`src/rtl/i2c_status_map.vh`:
```
// register map and field positions of the i2c status flag block
// assumes byte-wide registers on a plain strobe port
`ifndef I2C_STATUS_MAP_VH
`define I2C_STATUS_MAP_VH
`define ADDR_BUS_STATUS    2'h0
`define ADDR_BUS_CONTROL   2'h1
`define ADDR_ROLE_CTRL     2'h2
`define ADDR_SHIFT_OUT     2'h3
`define BIT_STOP           0
`define BIT_START          1
`define BIT_ACK            2
`define BIT_DIR            3
`define BIT_WAIT_CANCEL    5
`define BIT_RELEASE        6
`define BIT_ENABLE         7
`define BIT_MASTER         0
`define BIT_ARB_LOST       1
`define CTRL_RESET         8'h00
`define BYTE_ZERO          8'h00
`define BIT_COUNT_FIRST    4'h1
`define BIT_COUNT_LSB      4'h8
`define BIT_COUNT_ACK      4'h9
`endif

```
`src/rtl/i2c_status_flags.v`:
```
// status flag logic of an i2c bus interface: direction, ack, start, stop
// assumes bus pins arrive asynchronously and are synchronised here
`timescale 1ns/1ns
`include "i2c_status_map.vh"
module i2c_status_flags
(
  input  wire       clk_sys,
  input  wire       rstn,
  input  wire [1:0] addr,
  input  wire [7:0] wdata,
  input  wire       wr,
  input  wire       rd,
  output reg  [7:0] rdata,
  input  wire       serial_clock_line,
  input  wire       serial_data_line_in,
  output reg        serial_data_line_out,
  output reg        serial_data_line_oe
);

  //----------------------------------------
  // pin synchronisers and edge detection
  //----------------------------------------
  reg  [1:0] scl_sync;
  reg  [1:0] sda_sync;
  reg        scl_prev;
  reg        sda_prev;
  wire       scl_rise;
  wire       scl_fall;
  wire       start_cond;
  wire       stop_cond;

  // idle-high reset values, no false edge after reset
  always @(posedge clk_sys)
  begin
    if (!rstn)
    begin
      scl_sync <= 2'h3;
      sda_sync <= 2'h3;
      scl_prev <= 1'b1;
      sda_prev <= 1'b1;
    end
    else
    begin
      scl_sync <= {scl_sync[0], serial_clock_line};
      sda_sync <= {sda_sync[0], serial_data_line_in};
      scl_prev <= scl_sync[1];
      sda_prev <= sda_sync[1];
    end
  end

  assign scl_rise   = scl_sync[1] & ~scl_prev;
  assign scl_fall   = ~scl_sync[1] & scl_prev;
  assign start_cond = scl_sync[1] & scl_prev & sda_prev & ~sda_sync[1];
  assign stop_cond  = scl_sync[1] & scl_prev & ~sda_prev & sda_sync[1];

  //----------------------------------------
  // decode helpers
  //----------------------------------------
  function reg_hit;
    input       strobe;
    input [1:0] index;
    input [1:0] target;
  begin
    reg_hit = strobe & (index == target);
  end
  endfunction

  function at_pos;
    input [3:0] cnt;
    input [3:0] pos;
  begin
    at_pos = (cnt == pos - 4'h1);
  end
  endfunction

  //----------------------------------------
  // control registers
  //----------------------------------------
  reg        enable;
  reg        master;
  reg        arb_lost;
  reg        arb_prev;
  reg  [7:0] shift_out;
  wire       wr_ctrl;
  wire       release_wr;
  wire       wait_cancel_wr;
  wire       disable_evt;
  wire       arb_rise;

  assign wr_ctrl        = reg_hit(wr, addr, `ADDR_BUS_CONTROL);
  assign release_wr     = wr_ctrl & wdata[`BIT_RELEASE];
  assign wait_cancel_wr = wr_ctrl & wdata[`BIT_WAIT_CANCEL];
  assign disable_evt    = wr_ctrl & enable & ~wdata[`BIT_ENABLE];
  assign arb_rise       = arb_lost & ~arb_prev;

  always @(posedge clk_sys)
  begin
    if (!rstn)
    begin
      enable    <= 1'b0;
      master    <= 1'b0;
      arb_lost  <= 1'b0;
      arb_prev  <= 1'b0;
      shift_out <= `CTRL_RESET;
    end
    else
    begin
      arb_prev <= arb_lost;
      if (wr_ctrl)
        enable <= wdata[`BIT_ENABLE];
      if (reg_hit(wr, addr, `ADDR_ROLE_CTRL))
      begin
        master   <= wdata[`BIT_MASTER];
        arb_lost <= wdata[`BIT_ARB_LOST];
      end
      if (reg_hit(wr, addr, `ADDR_SHIFT_OUT))
        shift_out <= wdata;
    end
  end

  //----------------------------------------
  // bit counter and byte tracking
  //----------------------------------------
  reg  [3:0] bit_cnt;
  reg        first_byte;
  reg        addr_pending;
  reg        lsb_bit;
  wire       first_rise;
  wire       lsb_rise;
  wire       ninth_rise;
  wire       ninth_fall;

  // a byte starts from idle after start or from the ack slot
  assign first_rise = scl_rise & (at_pos(bit_cnt, `BIT_COUNT_FIRST) | (bit_cnt == `BIT_COUNT_ACK));
  assign lsb_rise   = scl_rise & at_pos(bit_cnt, `BIT_COUNT_LSB);
  assign ninth_rise = scl_rise & at_pos(bit_cnt, `BIT_COUNT_ACK);
  assign ninth_fall = scl_fall & (bit_cnt == `BIT_COUNT_ACK);

  always @(posedge clk_sys)
  begin
    if (!rstn)
    begin
      bit_cnt      <= 4'h0;
      first_byte   <= 1'b0;
      addr_pending <= 1'b0;
      lsb_bit      <= 1'b0;
    end
    else if (start_cond | stop_cond | ~enable)
    begin
      bit_cnt      <= 4'h0;
      first_byte   <= start_cond & enable;
      addr_pending <= start_cond & enable;
      lsb_bit      <= 1'b0;
    end
    else
    begin
      if (scl_rise)
        bit_cnt <= (bit_cnt == `BIT_COUNT_ACK) ? `BIT_COUNT_FIRST : bit_cnt + 4'h1;
      if (lsb_rise)
        lsb_bit <= sda_sync[1];
      if (first_rise)
        addr_pending <= 1'b0;
      if (ninth_fall)
        first_byte <= 1'b0;
    end
  end

  //----------------------------------------
  // status flags, set by bus events, cleared by bus events or control writes
  //----------------------------------------
  reg  direction_flag;
  reg  ack_detected_flag;
  reg  start_detected_flag;
  reg  stop_detected_flag;
  reg  drive_en;
  wire common_clr;
  wire master_lsb_one;

  assign common_clr     = stop_cond | release_wr | disable_evt;
  assign master_lsb_one = master & first_byte & lsb_rise & shift_out[0];

  always @(posedge clk_sys)
  begin
    if (!rstn)
    begin
      direction_flag      <= 1'b0;
      ack_detected_flag   <= 1'b0;
      start_detected_flag <= 1'b0;
      stop_detected_flag  <= 1'b0;
      drive_en            <= 1'b0;
    end
    else
    begin
      if (common_clr | wait_cancel_wr | arb_rise)
        direction_flag <= 1'b0;
      else if (~master & start_cond)
        direction_flag <= 1'b0;
      else if (master_lsb_one)
        direction_flag <= 1'b1;
      else if (~master & first_byte & lsb_rise)
        direction_flag <= sda_sync[1];

      if (common_clr | wait_cancel_wr | arb_rise | ~direction_flag)
        drive_en <= 1'b0;
      else if (first_byte & ninth_fall)
        drive_en <= 1'b1;

      // set wins over clear on the same cycle
      if (ninth_rise & ~sda_sync[1] & enable)
        ack_detected_flag <= 1'b1;
      else if (common_clr | first_rise)
        ack_detected_flag <= 1'b0;

      if (start_cond & enable)
        start_detected_flag <= 1'b1;
      else if (common_clr | (first_rise & ~addr_pending))
        start_detected_flag <= 1'b0;

      if (stop_cond & enable)
        stop_detected_flag <= 1'b1;
      else if (disable_evt | (first_rise & addr_pending))
        stop_detected_flag <= 1'b0;
    end
  end

  //----------------------------------------
  // data line drive
  //----------------------------------------
  always @(posedge clk_sys)
  begin
    if (!rstn)
    begin
      serial_data_line_out <= 1'b0;
      serial_data_line_oe  <= 1'b0;
    end
    else
    begin
      serial_data_line_out <= 1'b0;
      serial_data_line_oe  <= drive_en & direction_flag & ~shift_out[7];
    end
  end

  //----------------------------------------
  // register read, status is read-only
  //----------------------------------------
  reg [7:0] next_rdata;

  always @*
  begin
    next_rdata = `BYTE_ZERO;
    case (addr)
      `ADDR_BUS_STATUS:
      begin
        next_rdata[`BIT_DIR]   = direction_flag;
        next_rdata[`BIT_ACK]   = ack_detected_flag;
        next_rdata[`BIT_START] = start_detected_flag;
        next_rdata[`BIT_STOP]  = stop_detected_flag;
      end
      `ADDR_BUS_CONTROL:
        next_rdata[`BIT_ENABLE] = enable;
      `ADDR_ROLE_CTRL:
      begin
        next_rdata[`BIT_MASTER]   = master;
        next_rdata[`BIT_ARB_LOST] = arb_lost;
      end
      `ADDR_SHIFT_OUT:
        next_rdata = shift_out;
      default:
        next_rdata = `BYTE_ZERO;
    endcase
  end

  // read data stands one cycle only
  always @(posedge clk_sys)
  begin
    if (!rstn)
      rdata <= `BYTE_ZERO;
    else if (rd)
      rdata <= next_rdata;
    else
      rdata <= `BYTE_ZERO;
  end

endmodule

```
`config.mk`:
```
export PLATFORM = sky130hd
export DESIGN_NAME = i2c_status_flags
export DESIGN_NICKNAME = d
export VERILOG_FILES = /design/src/rtl/i2c_status_flags.v
export VERILOG_INCLUDE_DIRS = /design/src /design/src/rtl
export SDC_FILE = /design/constraint.sdc
export NUM_CORES = 1
export LEC_CHECK = 0
export ABC_AREA = 1
export ABC_CLOCK_PERIOD_IN_PS = 1950
export BUFFER_PORTS_ARGS = -buffer_cell sky130_fd_sc_hd__clkbuf_2
export CORE_MARGIN = 2
export CORE_UTILIZATION = 40
export CTS_CLUSTER_DIAMETER = 120
export DETAILED_ROUTE_END_ITERATION = 8
export PLACE_DENSITY_LB_ADDON = 0.12
export SYNTH_ARGS = -nofsm -noshare
export SYNTH_HDL_FRONTEND = slang
export SYNTH_SLANG_ARGS = --single-unit
export TNS_END_PERCENT = 1
```
`constraint.sdc`:
```
create_clock -name clk_sys -period 1.95 [get_ports clk_sys]
set_input_delay 0.195 -clock clk_sys [delete_from_list [all_inputs] [get_ports clk_sys]]
set_output_delay 0.195 -clock clk_sys [all_outputs]
set_load 0.01 [all_outputs]
```
==> flow_summary.ini, run 1 <==
[global_routing]
grt_first_pass_wirelength_mm = 5.45
grt_overflow = 0
antenna_found_initial = 0
grt_use_total_pct = 17.0
grt_max_degree = 23
grt_pass1_vias = 1238

[route]
drt_iter0_markers = 94
wl_per_cell_um = 11.5
drt-pass1-iter-count = 4
vias = 1352
drc = 0
ant_nets = 0
avgViaCountPerCell = 4.65
wl_mm = 3.34

[synth]
syn_area_um2 = 1580
async_flop_share_pct = 0
post-synth-top-count-cell = nand2_1
yosysSeqAreaShare_pct = 48.1
syn_area_per_cell_um2 = 7.36
syn-num-nets = 236
synth_top_area_share_pct = 48.1
synth_edf_count = 0
ys_top_cells_by_area = dfxtp_1 (48%), nand2_1 (11%), inv_1 (8.1%)
synth.largest_area_cell = dfxtp_1
ys_seq_elements = 38
synth_common_cells = nand2_1 (45), dfxtp_1 (38), inv_1 (34)
synth_cells = 215
synth_warnings = 0
synth_flop_cell = dfxtp_1
ys_types = 24

[clock_tree]
cts.clk_slew.worst_paths_ps = 70
cts.repair.resized = 0
cts_hold_buf = 0
ctsHtreeMaxLevel = 2
clock_latency_ps = 290
cts_tree = yes
clock-root-buffer = clkbuf_8
clockBufferDepth = 2
postCtsSetupBuffers = 0
cts_sinks = 38
numCtsBuffers = 5

[timing]
period_needed_ps = 1240
drv_slew = 0
fin_crit_sh_pct = 63.8
setup_tns_ps = 0
finalHoldViolations = 0
rsz0062_at_grt = no
clock-skew-final_ps = 4.20
max_freq_ghz = 0.804
setup_viol = 0

[worst_hold_path]
hold_depth = 2
hp-class = input pin to register

[critical_path]
end_kind = register
crit_chain = inv_1, nor2_1, nand2_1, nand2_1, nand2_1, nor2_1, o21ai_0
cpPeakStageDelay_ps = 380
cp_common_cell = nand2_1
crit_type = register to register
r2r_cells = 7
cp.arrival_ps = 1420
critPathSlowestCell = dfxtp_1
critPathMaxFanout = 4
critPathLaunchType = register
critical_path_required_ps = 2130

[placement]
port_buffers = 24
hpwl_mm = 2.57
place_congestion = 0.826

[pwr]
ir_drop_mv = 0.482
powerDensity_nw_per_um2 = 794
p_leak_uw = 0.000889

[cells_and_area]
final_util_pct = 49.0
nets = 263
insertedDiodeCount = 0
fillers = 393
layout-drive-gt1-share_pct = 15.6
syn2layout_area_growth_pct = 15.8

[floorplan]
core.rowCount = 22
core_area_um2 = 3740
top_level_ports = 26
fp.dieW_um = 66.9
die_y_um = 66.9
initial_utilization_pct = 42.3
die_area_um2 = 4480

[status]
outcome = finished, final reports clean

[run]
drv_cap = 0
==> worst max-delay path: cells and delay by family, from the launching register on <==
family / cells / cell delay [ps]
AO/OA/AOI/OAI: 1 / 70
buffers and inverters: 1 / 80
flip-flops: 1 / 380
AND/OR/NAND/NOR: 5 / 610
==> logic make-up after synthesis <==
kind of cell / Yosys count / synth area share [%]
AND/OR/NAND/NOR: 101 / 27.6
buffers and inverters: 38 / 9.41
flip-flops: 38 / 48.1
AO/OA/AOI/OAI: 32 / 10.8
adder cells (fa/ha/maj): 5 / 3.95
other: 1 / 0.237
==> metal layers <==
layer	GRT usage (%)	vias up	part of all wire (%)	wire [um]
li1	-	724	-	-
met1	19.5	595	46	1520
met2	27.9	24	47	1570
met3	4.39	9	4.3	142
met4	10.5	0	3.0	100
met5	0	-	0	0
==> stage by stage <==
step | instances | worst slack, ps | instance area, um^2 | hold WS, ps | power (uW)
2_1_floorplan | 215 | 909 | 1580 | 302 | 885
3_3_place_gp | 283 | 575 | 1740 | 381 | 923
3_5_place_dp | 283 | 562 | 1740 | 386 | 923
4_1_cts | 291 | 677 | 1830 | 77.9 | 1480
5_1_grt | 291 | 510 | 1830 | 86.8 | 1520
6_report | 291 | 706 | 1830 | 86.5 | 1460
==> layout by cell type (no fill, tap or decap) <==
master    count
nand2_1      45
dfxtp_1      38
inv_1        34
nor2_1       31
clkbuf_2     24
o21ai_0      16
nand3_1      11
a21oi_1      10
clkbuf_8      6
ha_1          5
nor3_1        4
or2_2         4
o21ai_1       2
nand4_1       2
o211ai_1      1
nor4_1        1
nand2_2       1
nor3_4        1
a31oi_1       1
a22oi_1       1
a22o_1        1
nand3_2       1
conb_1        1
clkinv_2      1
clkbuf_1      1
==> final cells by class <==
cell class / count / area, um^2 / area share (%)
repair buffers: 24 / 120 / 6.55
well taps: 48 / 60.1 / 3.28
multi-input cells: 139 / 673 / 36.7
clock inverters: 1 / 5.00 / 0.273
inverters: 34 / 128 / 6.96
flip-flops and latches: 38 / 761 / 41.5
clock buffers: 7 / 86.3 / 4.71
==> registers in the layout (all words and copies together) (netlist names), 2 cells and up <==
signal     count
bit_cnt        4
rdata          8
scl_sync       2
sda_sync       2
shift_out      8
==> power breakdown <==
group          total (uW)  leakage (uW)  internal, uW  switching (uW)
combinational        99.1      0.000532          36.4            62.7
sequential            806      0.000309           795            10.9
clock                 551     0.0000482           285             266
==> path summary, 6_finish.rpt <==
check / start / to / slack, ps
max reg2reg: bit_cnt[3]$_SDFFE_PP0N_ / stop_detected_flag$_SDFFE_PN0P_ / 710
max: bit_cnt[3]$_SDFFE_PP0N_ / stop_detected_flag$_SDFFE_PN0P_ / 710
min reg2reg: sda_sync[0]$_SDFF_PN1_ / sda_sync[1]$_SDFF_PN1_ / 410
min: serial_data_line_in / sda_sync[0]$_SDFF_PN1_ / 90
Note: power is estimated with default switching activity, not from simulation.
==> inputs of run 2 (changes only) <==
ABC_CLOCK_PERIOD_IN_PS = 1000   (was 1950)
clock period = 1 ns   (was 1.95 ns; I/O delays follow)
==> run 2 against run 1 <==
Effect of this change: highest routed layer unchanged; worst setup slack worse by 740 ps; largest cell class unchanged; non-clock buffer count up 30; design area up 16%; the run now ends with negative setup slack left; sequential share of layout area down 5.0 points; count of clock-buffer cells in the layout unchanged; critical path type unchanged; power up 99%; first-iteration DRC count down 12%; largest power group unchanged.
==> flow_summary.ini, run 2 (synthesis gave the netlist of run 1 again) <==
[floorplan]
initial_utilization_pct = 42.3
die_y_um = 66.9
die_area_um2 = 4480
fp.dieW_um = 66.9
core_area_um2 = 3740
core.rowCount = 22
top_level_ports = 26

[global_routing]
grt-busiest-layer = met2
grt_max_degree = 13
grt_first_pass_wirelength_mm = 5.90
use_met1_pct = 20.8
grt_overflow = 0
grt_use_total_pct = 18.0
met2_usage_pct = 31.9
grt_pass1_vias = 1375
grt_util_met3_pct = 4.73
antenna_found_initial = 0

[route]
drt-pass1-iter-count = 4
avgViaCountPerCell = 4.54
wl_per_cell_um = 11.1
drt_iter0_markers = 83
vias = 1457
wl_mm = 3.56
drc = 0
ant_nets = 0

[placement]
hpwl_mm = 2.78
dp_cells = 310
port_buffers = 24
place_congestion = 0.858

[timing]
clock-skew-final_ps = 2.29
drv_slew = 0
finalHoldViolations = 0
period_needed_ps = 1040
max_freq_ghz = 0.964
rsz0062_at_grt = yes
fin_crit_sh_pct = 104
setup_viol = 8
fin_ws_ps = -37.7

[worst_hold_path]
min_to = shift_out[2]$_SDFFE_PN0P_
hold_depth = 3
hp-class = input pin to register
holdCritStartpoint = wdata[2]

[clock_tree]
clock_latency_ps = 290
numCtsBuffers = 5
cts_sinks = 38
clockBufferDepth = 2
cts.clk_slew.worst_paths_ps = 70
ctsHtreeMaxLevel = 2
cts_tree = yes
clock-root-buffer = clkbuf_8

[critical_path]
crit_chain = inv_1, nand2_2, buf_4, nor3_1, nand3_1, a21oi_1
cp.arrival_ps = 1260
r2r_end = ack_detected_flag$_SDFFE_PN0P_
critPathLaunchType = register
ff2ff_setup_slack_ps = -40
r2r_cells = 6
end_kind = register
r2r_start = scl_prev$_SDFF_PN1_
crit_type = register to register
cpPeakStageDelay_ps = 330
path_buf_inv = 2
critPathMaxFanout = 4
critical_path_required_ps = 1220
critPathSlowestCell = dfxtp_2
cpLargestDelayFamily = flip-flops

[status]
violations = negative setup slack
outcome = finished with violations

[cells_and_area]
nets = 293
final_util_pct = 56.6
layout-drive-gt1-share_pct = 33.7
syn2layout_area_growth_pct = 33.9
fin_cells = 321
final_cell_mix = nand2_1 (41), dfxtp_1 (30), inv_1 (28)
insertedDiodeCount = 0
reg_top3 = rdata (8), shift_out (8), bit_cnt (4)
final_common_cell = nand2_1

[pwr]
powerDensity_nw_per_um2 = 1370
ir_drop_mv = 1.16
p_leak_uw = 0.00103

[run]
drv_cap = 0
-- run 2: cell types whose count changed in the layout (fill, tap and decap cells not counted), sizes merged --
cell         delta
buf            +28
dlygate4sd3     +2
-- run 2: where the power goes --
part           leakage [uW]  switching (uW)  internal [uW]
clock network     0.0000482             518            556
registers          0.000309            22.8           1550
logic              0.000670             137            120
-- run 2: how the worst max path moves through the flow --
stage	startpoint	to	slack [ps]	cells after the start
2_1_floorplan	bit_cnt[2]$_SDFFE_PP0N_	direction_flag$_SDFFE_PP0P_	-3	7
3_3_place_gp	addr[1]	ack_detected_flag$_SDFFE_PN0P_	-100	10
3_5_place_dp	addr[1]	ack_detected_flag$_SDFFE_PN0P_	-150	10
4_1_cts	scl_prev$_SDFF_PN1_	ack_detected_flag$_SDFFE_PN0P_	-50	6
5_1_grt	bit_cnt[1]$_SDFFE_PP0N_	direction_flag$_SDFFE_PP0P_	-150	7
6_report	scl_prev$_SDFF_PN1_	ack_detected_flag$_SDFFE_PN0P_	-40	6
-- run 2: worst min-delay path, cell delays in order --
cell,delay [ps]
clkbuf_2,70
o21ai_0,70
nor2_1,80
-- run 2: stage by stage --
stage                     hold WS, ps  setup WS [ps]  cell area (um^2)  setup TNS [ps]  power (uW)
final                            74.5          -37.7              2120            -173        2900
after global routing             96.0           -155              2120           -1210        3040
after CTS                        71.4          -48.0              2090            -281        2940
after detailed placement          289           -147              1950           -1360        1840
after global placement            286           -103              1950           -1190        1840
after floorplan                   207          -3.11              1590           -3.11        1730
-- run 2: final cells by class --
| type | count | area [um^2] |
|---|---|---|
| multi-input combinational | 139 | 713 |
| clock buffer | 7 | 86.3 |
| clock inverter | 1 | 5.00 |
| sequential | 38 | 773 |
| tap | 48 | 60.1 |
| inverter | 34 | 128 |
| fill | 396 | 1620 |
| timing repair buffer | 54 | 354 |
-- run 2: routing by layer --
metal / vias to the layer above / part of all wire, %
met5: - / 0
met4: 0 / 0.65
met3: 3 / 4.2
met2: 25 / 50
met1: 641 / 45
li1: 788 / -
-- run 2: timing repair --
item / CTS / global route
setup buffers: 0 / 1
setup endpoints to repair: 11 / 11
hold buffers: 2 / 0
pin swaps: 5 / 2
gates resized for setup: 19 / 10
hold endpoints to repair: 2 / 0
cloned: 0 / 0
